### src/include/stepper_pkg.sv
`default_nettype none
package stepper_pkg;

    localparam int CLK_PERIOD_NS = 50;
    localparam int OFF_TIME_NS = 48000;
    localparam int OFF_TIME_CYC = (OFF_TIME_NS + CLK_PERIOD_NS - 1) / CLK_PERIOD_NS;
    localparam int RESTART_DELAY_NS = 3000;
    localparam int RESTART_DELAY_CYC = (RESTART_DELAY_NS + CLK_PERIOD_NS - 1) / CLK_PERIOD_NS;
    localparam int TIMER_W = 10;

    localparam int NUM_WINDINGS = 2;
    localparam int WIND_A = 0;
    localparam int WIND_B = 1;
    localparam int CODE_W = 4;

    localparam int FAULT_W = 3;
    localparam int FAULT_OVC = 0;
    localparam int FAULT_THERMAL = 1;
    localparam int FAULT_UVLO = 2;

    localparam logic [CODE_W-1:0] LEVEL_1P000 = 4'hf;
    localparam logic [CODE_W-1:0] LEVEL_0P924 = 4'he;
    localparam logic [CODE_W-1:0] LEVEL_0P707 = 4'hb;
    localparam logic [CODE_W-1:0] LEVEL_0P383 = 4'h6;
    localparam logic [CODE_W-1:0] LEVEL_ZERO = 4'h0;

    localparam int AXI_ADDR_W = 8;
    localparam logic [AXI_ADDR_W-1:0] CTRL_OFFSET = 8'h00;
    localparam logic [AXI_ADDR_W-1:0] STEP_OFFSET = 8'h04;
    localparam logic [AXI_ADDR_W-1:0] STATUS_OFFSET = 8'h08;
    localparam logic [1:0] RESP_OKAY = 2'h0;
    localparam logic [1:0] RESP_SLVERR = 2'h2;

    localparam int CTRL_ENABLE_BIT = 0;
    localparam int CTRL_BRAKE_BIT = 1;
    localparam int CTRL_MODE_LSB = 2;
    localparam int STEP_FWD_BIT = 0;
    localparam int STEP_REV_BIT = 1;
    localparam int STATUS_INDEX_LSB = 0;
    localparam int STATUS_FAULT_LSB = 4;
    localparam logic [7:0] CTRL_RESET = 8'h00;

    typedef enum logic [2:0] {
        MODE_WAVE,
        MODE_TWO_PHASE,
        MODE_HALF,
        MODE_HALF_COMP,
        MODE_QUARTER
    } step_mode_t;

    typedef enum logic [1:0] {
        OVC_RUN,
        OVC_TRIPPED,
        OVC_RESTART
    } ovc_state_t;

endpackage
`default_nettype wire

### src/include/stepper_link_if.sv
`timescale 1ns/1ps
`default_nettype none
interface stepper_link_if
    import stepper_pkg::*;
(
    input wire logic aclk
);
    // Bit 3 is current_code_bit3 (MSB) down to bit 0, current_code_bit0
    logic [NUM_WINDINGS-1:0][CODE_W-1:0] current_code;
    logic [NUM_WINDINGS-1:0] direction;
    logic [NUM_WINDINGS-1:0] brake;
    logic [FAULT_W-1:0] fault;

    modport controller (
        output current_code,
        output direction,
        output brake,
        input fault
    );

    modport driver (
        input current_code,
        input direction,
        input brake,
        output fault
    );
endinterface
`default_nettype wire

### src/rtl/stepper_controller.sv
// Operation
// - Driver drops both sources above overcurrent
// - Driver restarts alone after fault current zero
// - Persistent short ends in thermal cycling
// - Driver disables bridge above thermal threshold
// - Driver re-enables bridge below hysteresis threshold
// - Driver holds bridge off during undervoltage
// - Wave drive walks A, B, A-, B-
// - Reverse walks the same sequence backwards
// - Two-phase walks AB, A-B, A-B-, AB-
// - Uncompensated half step uses eight states
// - Compensated half step uses 45-degree angles
// - Levels follow rounded cosine and sine
// - Direction bits follow angle quadrant
// - Quarter step uses 22.5-degree angles
// - Brake stays low in microstep modes
// - Code sets chop threshold as D/16
// - Brake or direction selects the switches
//
// Implementation choices: the placing of the registers and the AXI4-Lite slave port.
`timescale 1ns/1ps
`default_nettype none
module stepper_controller
    import stepper_pkg::*;
(
    input wire logic aclk,
    input wire logic aresetn,
    input wire logic [AXI_ADDR_W-1:0] s_axi_awaddr,
    input wire logic [2:0] s_axi_awprot,
    input wire logic s_axi_awvalid,
    output logic s_axi_awready,
    input wire logic [31:0] s_axi_wdata,
    input wire logic [3:0] s_axi_wstrb,
    input wire logic s_axi_wvalid,
    output logic s_axi_wready,
    output logic [1:0] s_axi_bresp,
    output logic s_axi_bvalid,
    input wire logic s_axi_bready,
    input wire logic [AXI_ADDR_W-1:0] s_axi_araddr,
    input wire logic [2:0] s_axi_arprot,
    input wire logic s_axi_arvalid,
    output logic s_axi_arready,
    output logic [31:0] s_axi_rdata,
    output logic [1:0] s_axi_rresp,
    output logic s_axi_rvalid,
    input wire logic s_axi_rready,
    stepper_link_if.controller link
);
    logic aw_full_reg;
    logic w_full_reg;
    logic [AXI_ADDR_W-1:0] awaddr_reg;
    logic [31:0] wdata_reg;
    logic [3:0] wstrb_reg;
    logic do_write;
    logic wr_mapped;
    logic ctrl_wr;
    logic step_fwd;
    logic step_rev;
    logic [7:0] ctrl_reg;
    step_mode_t mode;
    logic [3:0] index_reg;
    logic [3:0] index_next;
    logic [3:0] last_index;
    logic [3:0] angle;
    logic full_level;
    logic [31:0] rdata_next;
    logic rd_mapped;
    logic [NUM_WINDINGS-1:0][CODE_W-1:0] code_reg;
    logic [NUM_WINDINGS-1:0] dir_reg;
    logic [NUM_WINDINGS-1:0] brake_reg;

    // Magnitude for a quarter-cycle position 0..4 of 22.5 degrees
    function automatic logic [CODE_W-1:0] magnitude(input logic [2:0] pos);
        logic [CODE_W-1:0] m;
        m = LEVEL_ZERO;
        unique case (pos)
            3'h0: m = LEVEL_1P000;
            3'h1: m = LEVEL_0P924;
            3'h2: m = LEVEL_0P707;
            3'h3: m = LEVEL_0P383;
            default: m = LEVEL_ZERO;
        endcase
        return m;
    endfunction

    // Write channel: address and data may arrive in either order
    assign do_write = aw_full_reg && w_full_reg && !s_axi_bvalid;
    assign wr_mapped = (awaddr_reg[AXI_ADDR_W-1:2] == CTRL_OFFSET[AXI_ADDR_W-1:2]) ||
                       (awaddr_reg[AXI_ADDR_W-1:2] == STEP_OFFSET[AXI_ADDR_W-1:2]) ||
                       (awaddr_reg[AXI_ADDR_W-1:2] == STATUS_OFFSET[AXI_ADDR_W-1:2]);
    assign ctrl_wr = do_write && wstrb_reg[0] &&
                     (awaddr_reg[AXI_ADDR_W-1:2] == CTRL_OFFSET[AXI_ADDR_W-1:2]);
    assign step_fwd = do_write && wstrb_reg[0] && wdata_reg[STEP_FWD_BIT] && !wdata_reg[STEP_REV_BIT] &&
                      (awaddr_reg[AXI_ADDR_W-1:2] == STEP_OFFSET[AXI_ADDR_W-1:2]);
    assign step_rev = do_write && wstrb_reg[0] && wdata_reg[STEP_REV_BIT] && !wdata_reg[STEP_FWD_BIT] &&
                      (awaddr_reg[AXI_ADDR_W-1:2] == STEP_OFFSET[AXI_ADDR_W-1:2]);

    always_ff @(posedge aclk) begin
        if (!aresetn) begin
            aw_full_reg <= 1'b0;
            awaddr_reg <= '0;
            s_axi_awready <= 1'b1;
        end else if (s_axi_awvalid && s_axi_awready) begin
            aw_full_reg <= 1'b1;
            awaddr_reg <= s_axi_awaddr;
            s_axi_awready <= 1'b0;
        end else if (do_write) begin
            aw_full_reg <= 1'b0;
        end else if (s_axi_bvalid && s_axi_bready) begin
            s_axi_awready <= 1'b1;
        end
    end

    always_ff @(posedge aclk) begin
        if (!aresetn) begin
            w_full_reg <= 1'b0;
            wdata_reg <= '0;
            wstrb_reg <= '0;
            s_axi_wready <= 1'b1;
        end else if (s_axi_wvalid && s_axi_wready) begin
            w_full_reg <= 1'b1;
            wdata_reg <= s_axi_wdata;
            wstrb_reg <= s_axi_wstrb;
            s_axi_wready <= 1'b0;
        end else if (do_write) begin
            w_full_reg <= 1'b0;
        end else if (s_axi_bvalid && s_axi_bready) begin
            s_axi_wready <= 1'b1;
        end
    end

    always_ff @(posedge aclk) begin
        if (!aresetn) begin
            s_axi_bvalid <= 1'b0;
            s_axi_bresp <= RESP_OKAY;
        end else if (do_write) begin
            s_axi_bvalid <= 1'b1;
            s_axi_bresp <= wr_mapped ? RESP_OKAY : RESP_SLVERR;
        end else if (s_axi_bready) begin
            s_axi_bvalid <= 1'b0;
        end
    end

    always_ff @(posedge aclk) begin
        if (!aresetn) begin
            ctrl_reg <= CTRL_RESET;
        end else if (ctrl_wr) begin
            ctrl_reg <= wdata_reg[7:0];
        end
    end

    // Unused codes fall back to wave drive rather than stalling the motor
    always_comb begin
        unique case (ctrl_reg[CTRL_MODE_LSB +: 3])
            3'h1: mode = MODE_TWO_PHASE;
            3'h2: mode = MODE_HALF;
            3'h3: mode = MODE_HALF_COMP;
            3'h4: mode = MODE_QUARTER;
            default: mode = MODE_WAVE;
        endcase
    end

    always_comb begin
        last_index = 4'h3;
        unique case (mode)
            MODE_WAVE, MODE_TWO_PHASE: last_index = 4'h3;
            MODE_HALF, MODE_HALF_COMP: last_index = 4'h7;
            MODE_QUARTER: last_index = 4'hf;
        endcase
    end

    always_comb begin
        index_next = index_reg;
        if (step_fwd) begin
            index_next = (index_reg == last_index) ? 4'h0 : index_reg + 4'h1;
        end else if (step_rev) begin
            index_next = (index_reg == 4'h0) ? last_index : index_reg - 4'h1;
        end
    end

    // A mode change restarts the cycle so the index never exceeds its length
    always_ff @(posedge aclk) begin
        if (!aresetn) begin
            index_reg <= '0;
        end else if (ctrl_wr) begin
            index_reg <= '0;
        end else begin
            index_reg <= index_next;
        end
    end

    // Every mode maps to a 22.5-degree angle; full-step and uncompensated half-step modes saturate the level
    always_comb begin
        angle = index_reg;
        full_level = 1'b1;
        unique case (mode)
            MODE_WAVE: angle = {index_reg[1:0], 2'h0};
            MODE_TWO_PHASE: angle = {index_reg[1:0], 2'h2};
            MODE_HALF: angle = {index_reg[2:0], 1'b0};
            MODE_HALF_COMP: begin
                angle = {index_reg[2:0], 1'b0};
                full_level = 1'b0;
            end
            MODE_QUARTER: begin
                angle = index_reg;
                full_level = 1'b0;
            end
        endcase
    end

    always_ff @(posedge aclk) begin
        if (!aresetn) begin
            code_reg <= '0;
            dir_reg <= '0;
            brake_reg <= '0;
        end else if (!ctrl_reg[CTRL_ENABLE_BIT]) begin
            code_reg <= '0;
            dir_reg <= '0;
            brake_reg <= '0;
        end else begin
            for (int w = 0; w < NUM_WINDINGS; w++) begin
                logic [CODE_W-1:0] m;
                m = magnitude((w == WIND_A) ? (angle[2] ? 3'(4'h4 - {2'h0, angle[1:0]}) : {1'b0, angle[1:0]})
                                            : (angle[2] ? {1'b0, angle[1:0]} : 3'(4'h4 - {2'h0, angle[1:0]})));
                code_reg[w] <= (full_level && m != LEVEL_ZERO) ? LEVEL_1P000 : m;
            end
            dir_reg[WIND_A] <= (angle <= 4'h3) || (angle >= 4'hc);
            dir_reg[WIND_B] <= (angle <= 4'h7);
            brake_reg <= (mode == MODE_HALF_COMP || mode == MODE_QUARTER) ? '0 :
                         {NUM_WINDINGS{ctrl_reg[CTRL_BRAKE_BIT]}};
        end
    end

    assign link.current_code = code_reg;
    assign link.direction = dir_reg;
    assign link.brake = brake_reg;

    // Read channel
    assign rd_mapped = (s_axi_araddr[AXI_ADDR_W-1:2] == CTRL_OFFSET[AXI_ADDR_W-1:2]) ||
                       (s_axi_araddr[AXI_ADDR_W-1:2] == STEP_OFFSET[AXI_ADDR_W-1:2]) ||
                       (s_axi_araddr[AXI_ADDR_W-1:2] == STATUS_OFFSET[AXI_ADDR_W-1:2]);

    always_comb begin
        rdata_next = '0;
        if (s_axi_araddr[AXI_ADDR_W-1:2] == CTRL_OFFSET[AXI_ADDR_W-1:2]) begin
            rdata_next[7:0] = ctrl_reg;
        end else if (s_axi_araddr[AXI_ADDR_W-1:2] == STATUS_OFFSET[AXI_ADDR_W-1:2]) begin
            rdata_next[STATUS_INDEX_LSB +: 4] = index_reg;
            rdata_next[STATUS_FAULT_LSB +: FAULT_W] = link.fault;
        end
    end

    always_ff @(posedge aclk) begin
        if (!aresetn) begin
            s_axi_arready <= 1'b1;
            s_axi_rvalid <= 1'b0;
            s_axi_rdata <= '0;
            s_axi_rresp <= RESP_OKAY;
        end else if (s_axi_arvalid && s_axi_arready) begin
            s_axi_arready <= 1'b0;
            s_axi_rvalid <= 1'b1;
            s_axi_rdata <= rdata_next;
            s_axi_rresp <= rd_mapped ? RESP_OKAY : RESP_SLVERR;
        end else if (s_axi_rvalid && s_axi_rready) begin
            s_axi_rvalid <= 1'b0;
            s_axi_arready <= 1'b1;
        end
    end

endmodule
`default_nettype wire

### src/flat_wrapper.sv
// flat-port wrapper written by rule: the top's interface ports become plain ports
module stepper_controller_flat import stepper_pkg::*;
  (aclk, aresetn, s_axi_awaddr, s_axi_awprot, s_axi_awvalid, s_axi_awready, s_axi_wdata, s_axi_wstrb, s_axi_wvalid, s_axi_wready, s_axi_bresp, s_axi_bvalid, s_axi_bready, s_axi_araddr, s_axi_arprot, s_axi_arvalid, s_axi_arready, s_axi_rdata, s_axi_rresp, s_axi_rvalid, s_axi_rready, link_current_code, link_direction, link_brake, link_fault);
  stepper_link_if link_i (.aclk(aclk));
  input wire logic aclk;
  input wire logic aresetn;
  input wire logic [AXI_ADDR_W-1:0] s_axi_awaddr;
  input wire logic [2:0] s_axi_awprot;
  input wire logic s_axi_awvalid;
  output logic s_axi_awready;
  input wire logic [31:0] s_axi_wdata;
  input wire logic [3:0] s_axi_wstrb;
  input wire logic s_axi_wvalid;
  output logic s_axi_wready;
  output logic [1:0] s_axi_bresp;
  output logic s_axi_bvalid;
  input wire logic s_axi_bready;
  input wire logic [AXI_ADDR_W-1:0] s_axi_araddr;
  input wire logic [2:0] s_axi_arprot;
  input wire logic s_axi_arvalid;
  output logic s_axi_arready;
  output logic [31:0] s_axi_rdata;
  output logic [1:0] s_axi_rresp;
  output logic s_axi_rvalid;
  input wire logic s_axi_rready;
  output wire logic [$bits(link_i.current_code)-1:0] link_current_code;
  output wire logic [$bits(link_i.direction)-1:0] link_direction;
  output wire logic [$bits(link_i.brake)-1:0] link_brake;
  input wire logic [$bits(link_i.fault)-1:0] link_fault;
  assign link_current_code = link_i.current_code;
  assign link_direction = link_i.direction;
  assign link_brake = link_i.brake;
  assign link_i.fault = link_fault;
  stepper_controller u_core (.aclk(aclk), .aresetn(aresetn), .s_axi_awaddr(s_axi_awaddr), .s_axi_awprot(s_axi_awprot), .s_axi_awvalid(s_axi_awvalid), .s_axi_awready(s_axi_awready), .s_axi_wdata(s_axi_wdata), .s_axi_wstrb(s_axi_wstrb), .s_axi_wvalid(s_axi_wvalid), .s_axi_wready(s_axi_wready), .s_axi_bresp(s_axi_bresp), .s_axi_bvalid(s_axi_bvalid), .s_axi_bready(s_axi_bready), .s_axi_araddr(s_axi_araddr), .s_axi_arprot(s_axi_arprot), .s_axi_arvalid(s_axi_arvalid), .s_axi_arready(s_axi_arready), .s_axi_rdata(s_axi_rdata), .s_axi_rresp(s_axi_rresp), .s_axi_rvalid(s_axi_rvalid), .s_axi_rready(s_axi_rready), .link(link_i));
endmodule
### config.mk
export PLATFORM = sky130hd
export DESIGN_NAME = stepper_controller_flat
export DESIGN_NICKNAME = d
export VERILOG_FILES = /design/src/include/stepper_pkg.sv /design/src/include/stepper_link_if.sv /design/src/rtl/stepper_controller.sv /design/src/flat_wrapper.sv
export SDC_FILE = /design/constraint.sdc
export NUM_CORES = 1
export LEC_CHECK = 0
export BUFFER_PORTS_ARGS = -buffer_cell sky130_fd_sc_hd__buf_2
export CELL_PAD_IN_SITES_DETAIL_PLACEMENT = 1
export CELL_PAD_IN_SITES_GLOBAL_PLACEMENT = 1
export CORE_ASPECT_RATIO = 0.9
export CORE_MARGIN = 8
export CORE_UTILIZATION = 34
export DETAILED_ROUTE_END_ITERATION = 8
export GPL_TIMING_DRIVEN = 0
export MAX_ROUTING_LAYER = met4
export PLACE_DENSITY = 0.92
export REMOVE_ABC_BUFFERS = 1
export SETUP_SLACK_MARGIN = 0.1
export SYNTH_ARGS = -nofsm -noshare
export SYNTH_HDL_FRONTEND = slang
export SYNTH_SLANG_ARGS = --single-unit
### constraint.sdc
create_clock -name aclk -period 3.7 [get_ports aclk]
set_clock_uncertainty 0.1 [all_clocks]
set_input_delay 0.925 -clock aclk [delete_from_list [all_inputs] [get_ports aclk]]
set_output_delay 0.925 -clock aclk [all_outputs]
set_load 0.05 [all_outputs]
# ---- Word-level counts from Yosys, hierarchy flattened
# Cells that the tools add are included.
dict set report word_totals {
  out_inout_bits 53
  in_bits 68
  elab_cells 133
  register_bits 59
}
dict set report classes {
  n_mux 36
  n_bitwise 2
  n_eq_ne 21
  reduce_logical 49
  n_addsub 3
  n_lt_le_gt_ge 3
}
# op n
set ops {}
lappend ops {{case mux 4 bit (4 select lines)} 3}
lappend ops {{two-way mux 4 bit} 10}
lappend ops {{== test 3 x 2 -> 1 bit (second input constant)} 8}
lappend ops {{logical AND 1 bit} 17}
lappend ops {{two-way mux 1 bit} 15}
lappend ops {{two-way mux 7 bit} 2}
lappend ops {{nonzero test 2 bit} 7}
lappend ops {{== test 3 x 1 -> 1 bit (second input constant)} 4}
lappend ops {{== test 6 x 1 -> 1 bit (second input constant)} 2}
lappend ops {{== test 6 x 2 -> 1 bit (second input constant)} 2}
lappend ops {{zero test 6 bit} 2}
lappend ops {{case mux 3 bit (4 select lines)} 1}
lappend ops {{case mux 4 bit (3 select lines)} 1}
lappend ops {{zero test 3 bit} 3}
lappend ops {{nonzero test 4 bit} 2}
lappend ops {{OR reduction 2 bit} 4}
lappend ops {{== test 3 bit (second input constant)} 2}
lappend ops {{logical OR 1 bit} 6}
lappend ops {{two-way mux 3 bit} 2}
lappend ops {{AND reduction 2 bit} 3}
lappend ops {{adder 4 x 1 -> 4 bit (second input constant)} 1}
lappend ops {{== test 4 bit} 1}
lappend ops {{>= comparator 4 bit (second input constant)} 1}
lappend ops {{less-or-equal comparator 4 x 2 -> 1 bit (second input constant)} 1}
lappend ops {{other kinds (9)} 14}

# ---- Logic depth before layout (Yosys ltp)
dict set report depth {
  depth_word 14
  mapped_depth 11
  mapped_depth_nobuf 10
}

# ---- Least setup slack after synthesis
# OpenSTA, ideal clock, no wires.
dict set report synth_timing {
  path_kind {reg2reg}
  from {reg u_core.ctrl_reg[2]}
  to {reg u_core.code_reg, in the netlist u_core.link.current_code[7]}
  arrival_ns 2.402
  setup_ns 0.070
  n_path_buf 1
  setup_slack_ns 1.127
  stages_incl_launch_ff 11
  cell_sequence {dfxtp_1 or3b_1 nor2_2 inv_1 ha_1 clkbuf_1 and2_1 a32o_1 a311oi_1 a21boi_1 o21bai_1}
}
dict set report synth_via {
  elab_chain_cells 14
  word_cells_on_any_way 26
  cone_classes {1 x add/sub; 11 x eq/ne; 8 x mux; 6 x reduce/logical}
}
# item line
set synth_lines {}
lappend synth_lines {{from (decl)} stepper_controller.sv:59} ;# logic [7:0] ctrl_reg;
lappend synth_lines {{from (signal assigned)} stepper_controller.sv:148} ;# ctrl_reg <= wdata_reg[7:0];
lappend synth_lines {{== test 3 bit, or another cell as far along} stepper_controller.sv:154} ;# unique case (ctrl_reg[CTRL_MODE_LSB +: 3])
lappend synth_lines {{case mux 3 bit (4 select lines) *} stepper_controller.sv:154}
lappend synth_lines {{== test 3 x 2 -> 1 bit} stepper_controller.sv:196} ;# unique case (mode)
lappend synth_lines {{OR reduction 2 bit (no source line)} n/a}
lappend synth_lines {{case mux 4 bit (4 select lines)} stepper_controller.sv:196}
lappend synth_lines {{subtractor 3 x 2 -> 3 bit} stepper_controller.sv:224} ;# : (angle[2] ? {1'b0, angle[1:0]} : 3'(4'h4 - {2'h0, angle[1:0]})));
lappend synth_lines {{two-way mux 3 bit} stepper_controller.sv:224}
lappend synth_lines {{== test 3 x 2 -> 1 bit, or another cell as far along} stepper_controller.sv:76} ;# unique case (pos)
lappend synth_lines {{case mux 4 bit (4 select lines)} stepper_controller.sv:76}
lappend synth_lines {{two-way mux 4 bit} stepper_controller.sv:216} ;# end else if (!ctrl_reg[CTRL_ENABLE_BIT]) begin
lappend synth_lines {{two-way mux 4 bit} stepper_controller.sv:212} ;# if (!aresetn) begin
lappend synth_lines {{nonzero test 4 bit} stepper_controller.sv:225} ;# code_reg[w] <= (full_level && m != LEVEL_ZERO) ? LEVEL_1P000 : m;
lappend synth_lines {{logical AND 1 bit} stepper_controller.sv:225}
lappend synth_lines {{two-way mux 4 bit *} stepper_controller.sv:225}
lappend synth_lines {{to (signal, indexed assignment)} stepper_controller.sv:225}
lappend synth_lines {{to (decl)} stepper_controller.sv:68} ;# logic [NUM_WINDINGS-1:0][CODE_W-1:0] code_reg;
# Mark *: on every way between the ends. The rest lies on a longest branch, timed or not. The select of a mux whose other input is x is not followed.
# A chain may end at the register's enable or synchronous reset.

# ---- Worst setup path after layout
dict set report layout_timing {
  from {reg u_core.ctrl_reg[4]}
  to {reg u_core.code_reg, in the netlist u_core.link.current_code[7]}
}
# The elaborated chain is that of the path after synthesis.

==> reports/results.ini <==
[run_status]
status = finished, final reports clean

[layout]
final_nets = 464
drive_above_1_share_pct = 18.8
num_antenna_cells = 0
final_util_pct = 39.5
final_cells = 488
syn2layout_area_growth_pct = 12.6

[clocking]
cts-resized-gates = 0
clock_latency_ns = 0.31
cts_sinks = 55
cts_hold_buf = 0
cts_tree = done
clock_path_buffers = 2
cts_max_level = 2
cts_buffers = 5
ctsRootBufferMaster = clkbuf_8
clkTransAtPathRegs_ns = 0.10
cts_setup_buffers = 0

[sta]
tns_ns = 0
finalCritPeriodShare_pct = 82.9
max_freq_ghz = 0.326
setup_viol_count_final = 0
fin_crit_ns = 3.07
rsz0062_at_grt = no
drv_slew = 0
worstMarginPinSlew_ns = 1.14
setup_slack_ns = 0.634
slew-limit-headroom_pct = 23.3
hold_viol_final = 0

[yosys]
syn_area_sq_um = 2830
synth_top_area_share_pct = 38.9
ys_seq_area_share_pct = 38.9
synth-async-reset-ratio_pct = 0
post-synth-top-count-cell = nand2_1
synth_edf_count = 0
synth_top_area_cell = dfxtp_1
avgSynthCellArea_sq_um = 8.31
synth_area_leaders = dfxtp_1 (39%), nand2_1 (9.1%), a21boi_0 (7.2%)
synth_cell_types = 53
syn_inst = 341
ys_seq_elements = 55
ys.flop_type = dfxtp_1
synth_common_cells = nand2_1 (69), dfxtp_1 (55), a21boi_0 (27), buf_4 (27)
yosys_warnings = 0

[power_and_ir_drop]
peakVddDrop_uv = 161
p_clk_share_pct = 34.2
p_leak_nw = 1.37
p_sw_mw = 0.340
p_seq_share_pct = 52.4
power_mw = 1.19
p_int_mw = 0.850
power_density_nw_per_um2 = 373
swShare_pct = 28.6
combPwrFrac_pct = 13.5

[floorplan]
std_cell_rows = 31
start_util_pct = 35.1
die_w_um = 112
core_region_area_sq_um = 8070
pin_count = 121
die_h_um = 103
die_area_sq_um = 11500

[setup_path]
arrival_ns = 3.22
start_kind = register
setup.worst_path.class = register to register
path_max_fanout = 11
crit_required_ns = 3.86
worst_setup_path_end_kind = register

[global_route]
antenna_found_initial = 0
grt_pass1_vias = 2569
overflow = 0
grt_max_degree = 44
track_usage_pct = 13.1
grt_pass1_wl_mm = 12.0

[min_path]
holdCritPathClass = register to register

[drt]
top_layer = met4
first_pass_iters = 4
num_vias = 2456
wl_mm = 7.05
wl_met3_um = 467
wl_met1_mm = 3.07
wl_met2_mm = 3.41
wire_per_inst_um = 14.4
via_per_inst = 5.03
drt_iter0_drc = 88
drc_errors = 0
antenna_left = 0

[placed_design]
dp_cells = 480
place_congestion = 0.833
io_buffers = 57
dp_slack_ns = 0.651
dp_hpwl_mm = 5.49

[flow_run]
cap_violations = 0

==> worst paths after layout <==
path	slack [ns]	start	end	depth (start not counted)
setup reg to reg	0.63	u_core.ctrl_reg[4]$_SDFFE_PN0P_	u_core.link.current_code[7]$_SDFF_PN0_	9
hold / removal	0.37	u_core.awaddr_reg[6]$_SDFFE_PN0P_	u_core.awaddr_reg[6]$_SDFFE_PN0P_	2
setup / recovery	0.63	u_core.ctrl_reg[4]$_SDFFE_PN0P_	u_core.link.current_code[7]$_SDFF_PN0_	9
hold reg to reg	0.37	u_core.awaddr_reg[6]$_SDFFE_PN0P_	u_core.awaddr_reg[6]$_SDFFE_PN0P_	2
==> layer usage <==
layer | GRT usage [%] | vias to the layer above
li1 | - | 1212
met5 | - | -
met4 | 4.66 | 0
met1 | 13.8 | 1167
met2 | 23.0 | 67
met3 | 4.16 | 10
==> cell families after synthesis <==
kind of cell	after synthesis	share of synthesized area, %
AO/OA/AOI/OAI	84	20.2
multiplexers	10	3.58
XOR/XNOR	3	0.928
adder cells (fa/ha/maj)	8	3.53
buffers and inverters	53	10.7
flip-flops	55	38.9
AND/OR/NAND/NOR	127	22.1
other	1	0.132
==> final cells by class <==
class / count / area [sq um]
clock buffer: 5 / 68.8
clock inverter: 3 / 46.3
fill: 1017 / 4880
inverter: 11 / 41.3
multi-input combinational: 258 / 1520
sequential: 55 / 1100
tap: 99 / 124
timing repair buffer: 57 / 285
==> power by group through the flow <==
| stage | Clock [mW] | Combinational [mW] | Sequential (mW) |
|---|---|---|---|
| 6_report | 0.407 | 0.160 | 0.623 |
| 5_1_grt | 0.444 | 0.173 | 0.626 |
| 4_1_cts | 0.426 | 0.161 | 0.624 |
| 3_5_place_dp | 0 | 0.161 | 0.637 |
| 3_3_place_gp | 0 | 0.156 | 0.636 |
| 2_1_floorplan | 0 | 0.0990 | 0.653 |
==> critical path, stage by stage (launching register included) <==
cell	delay, ns
dfxtp_1	0.56
or3b_1	0.49
nor2_2	0.22
inv_1	0.18
ha_1	0.34
and2_1	0.19
a32o_1	0.26
a311oi_1	0.32
a21boi_1	0.23
o21bai_1	0.12
==> cells in the final DEF (no fill, tap or decap), drive strengths merged, types with 3 or more instances in the layout <==
cell type  count
a21boi        28
a21oi         18
a311oi         3
and2          10
buf           57
clkbuf         5
conb          26
dfxtp         55
ha             8
inv           12
mux2i          9
nand2         69
nand2b         7
nand3b         3
nor2          11
nor2b          4
nor3           5
o21ai         18
or4            5
==> metrics by stage <==
stage / hold WS (ns) / area (sq um)
4_1_cts: 0.374 / 3190
3_5_place_dp: 0.359 / 3070
2_1_floorplan: 0.336 / 2670
5_1_grt: 0.372 / 3190
3_3_place_gp: 0.347 / 3070
6_report: 0.369 / 3190
Power figures use the tool's default switching activity.
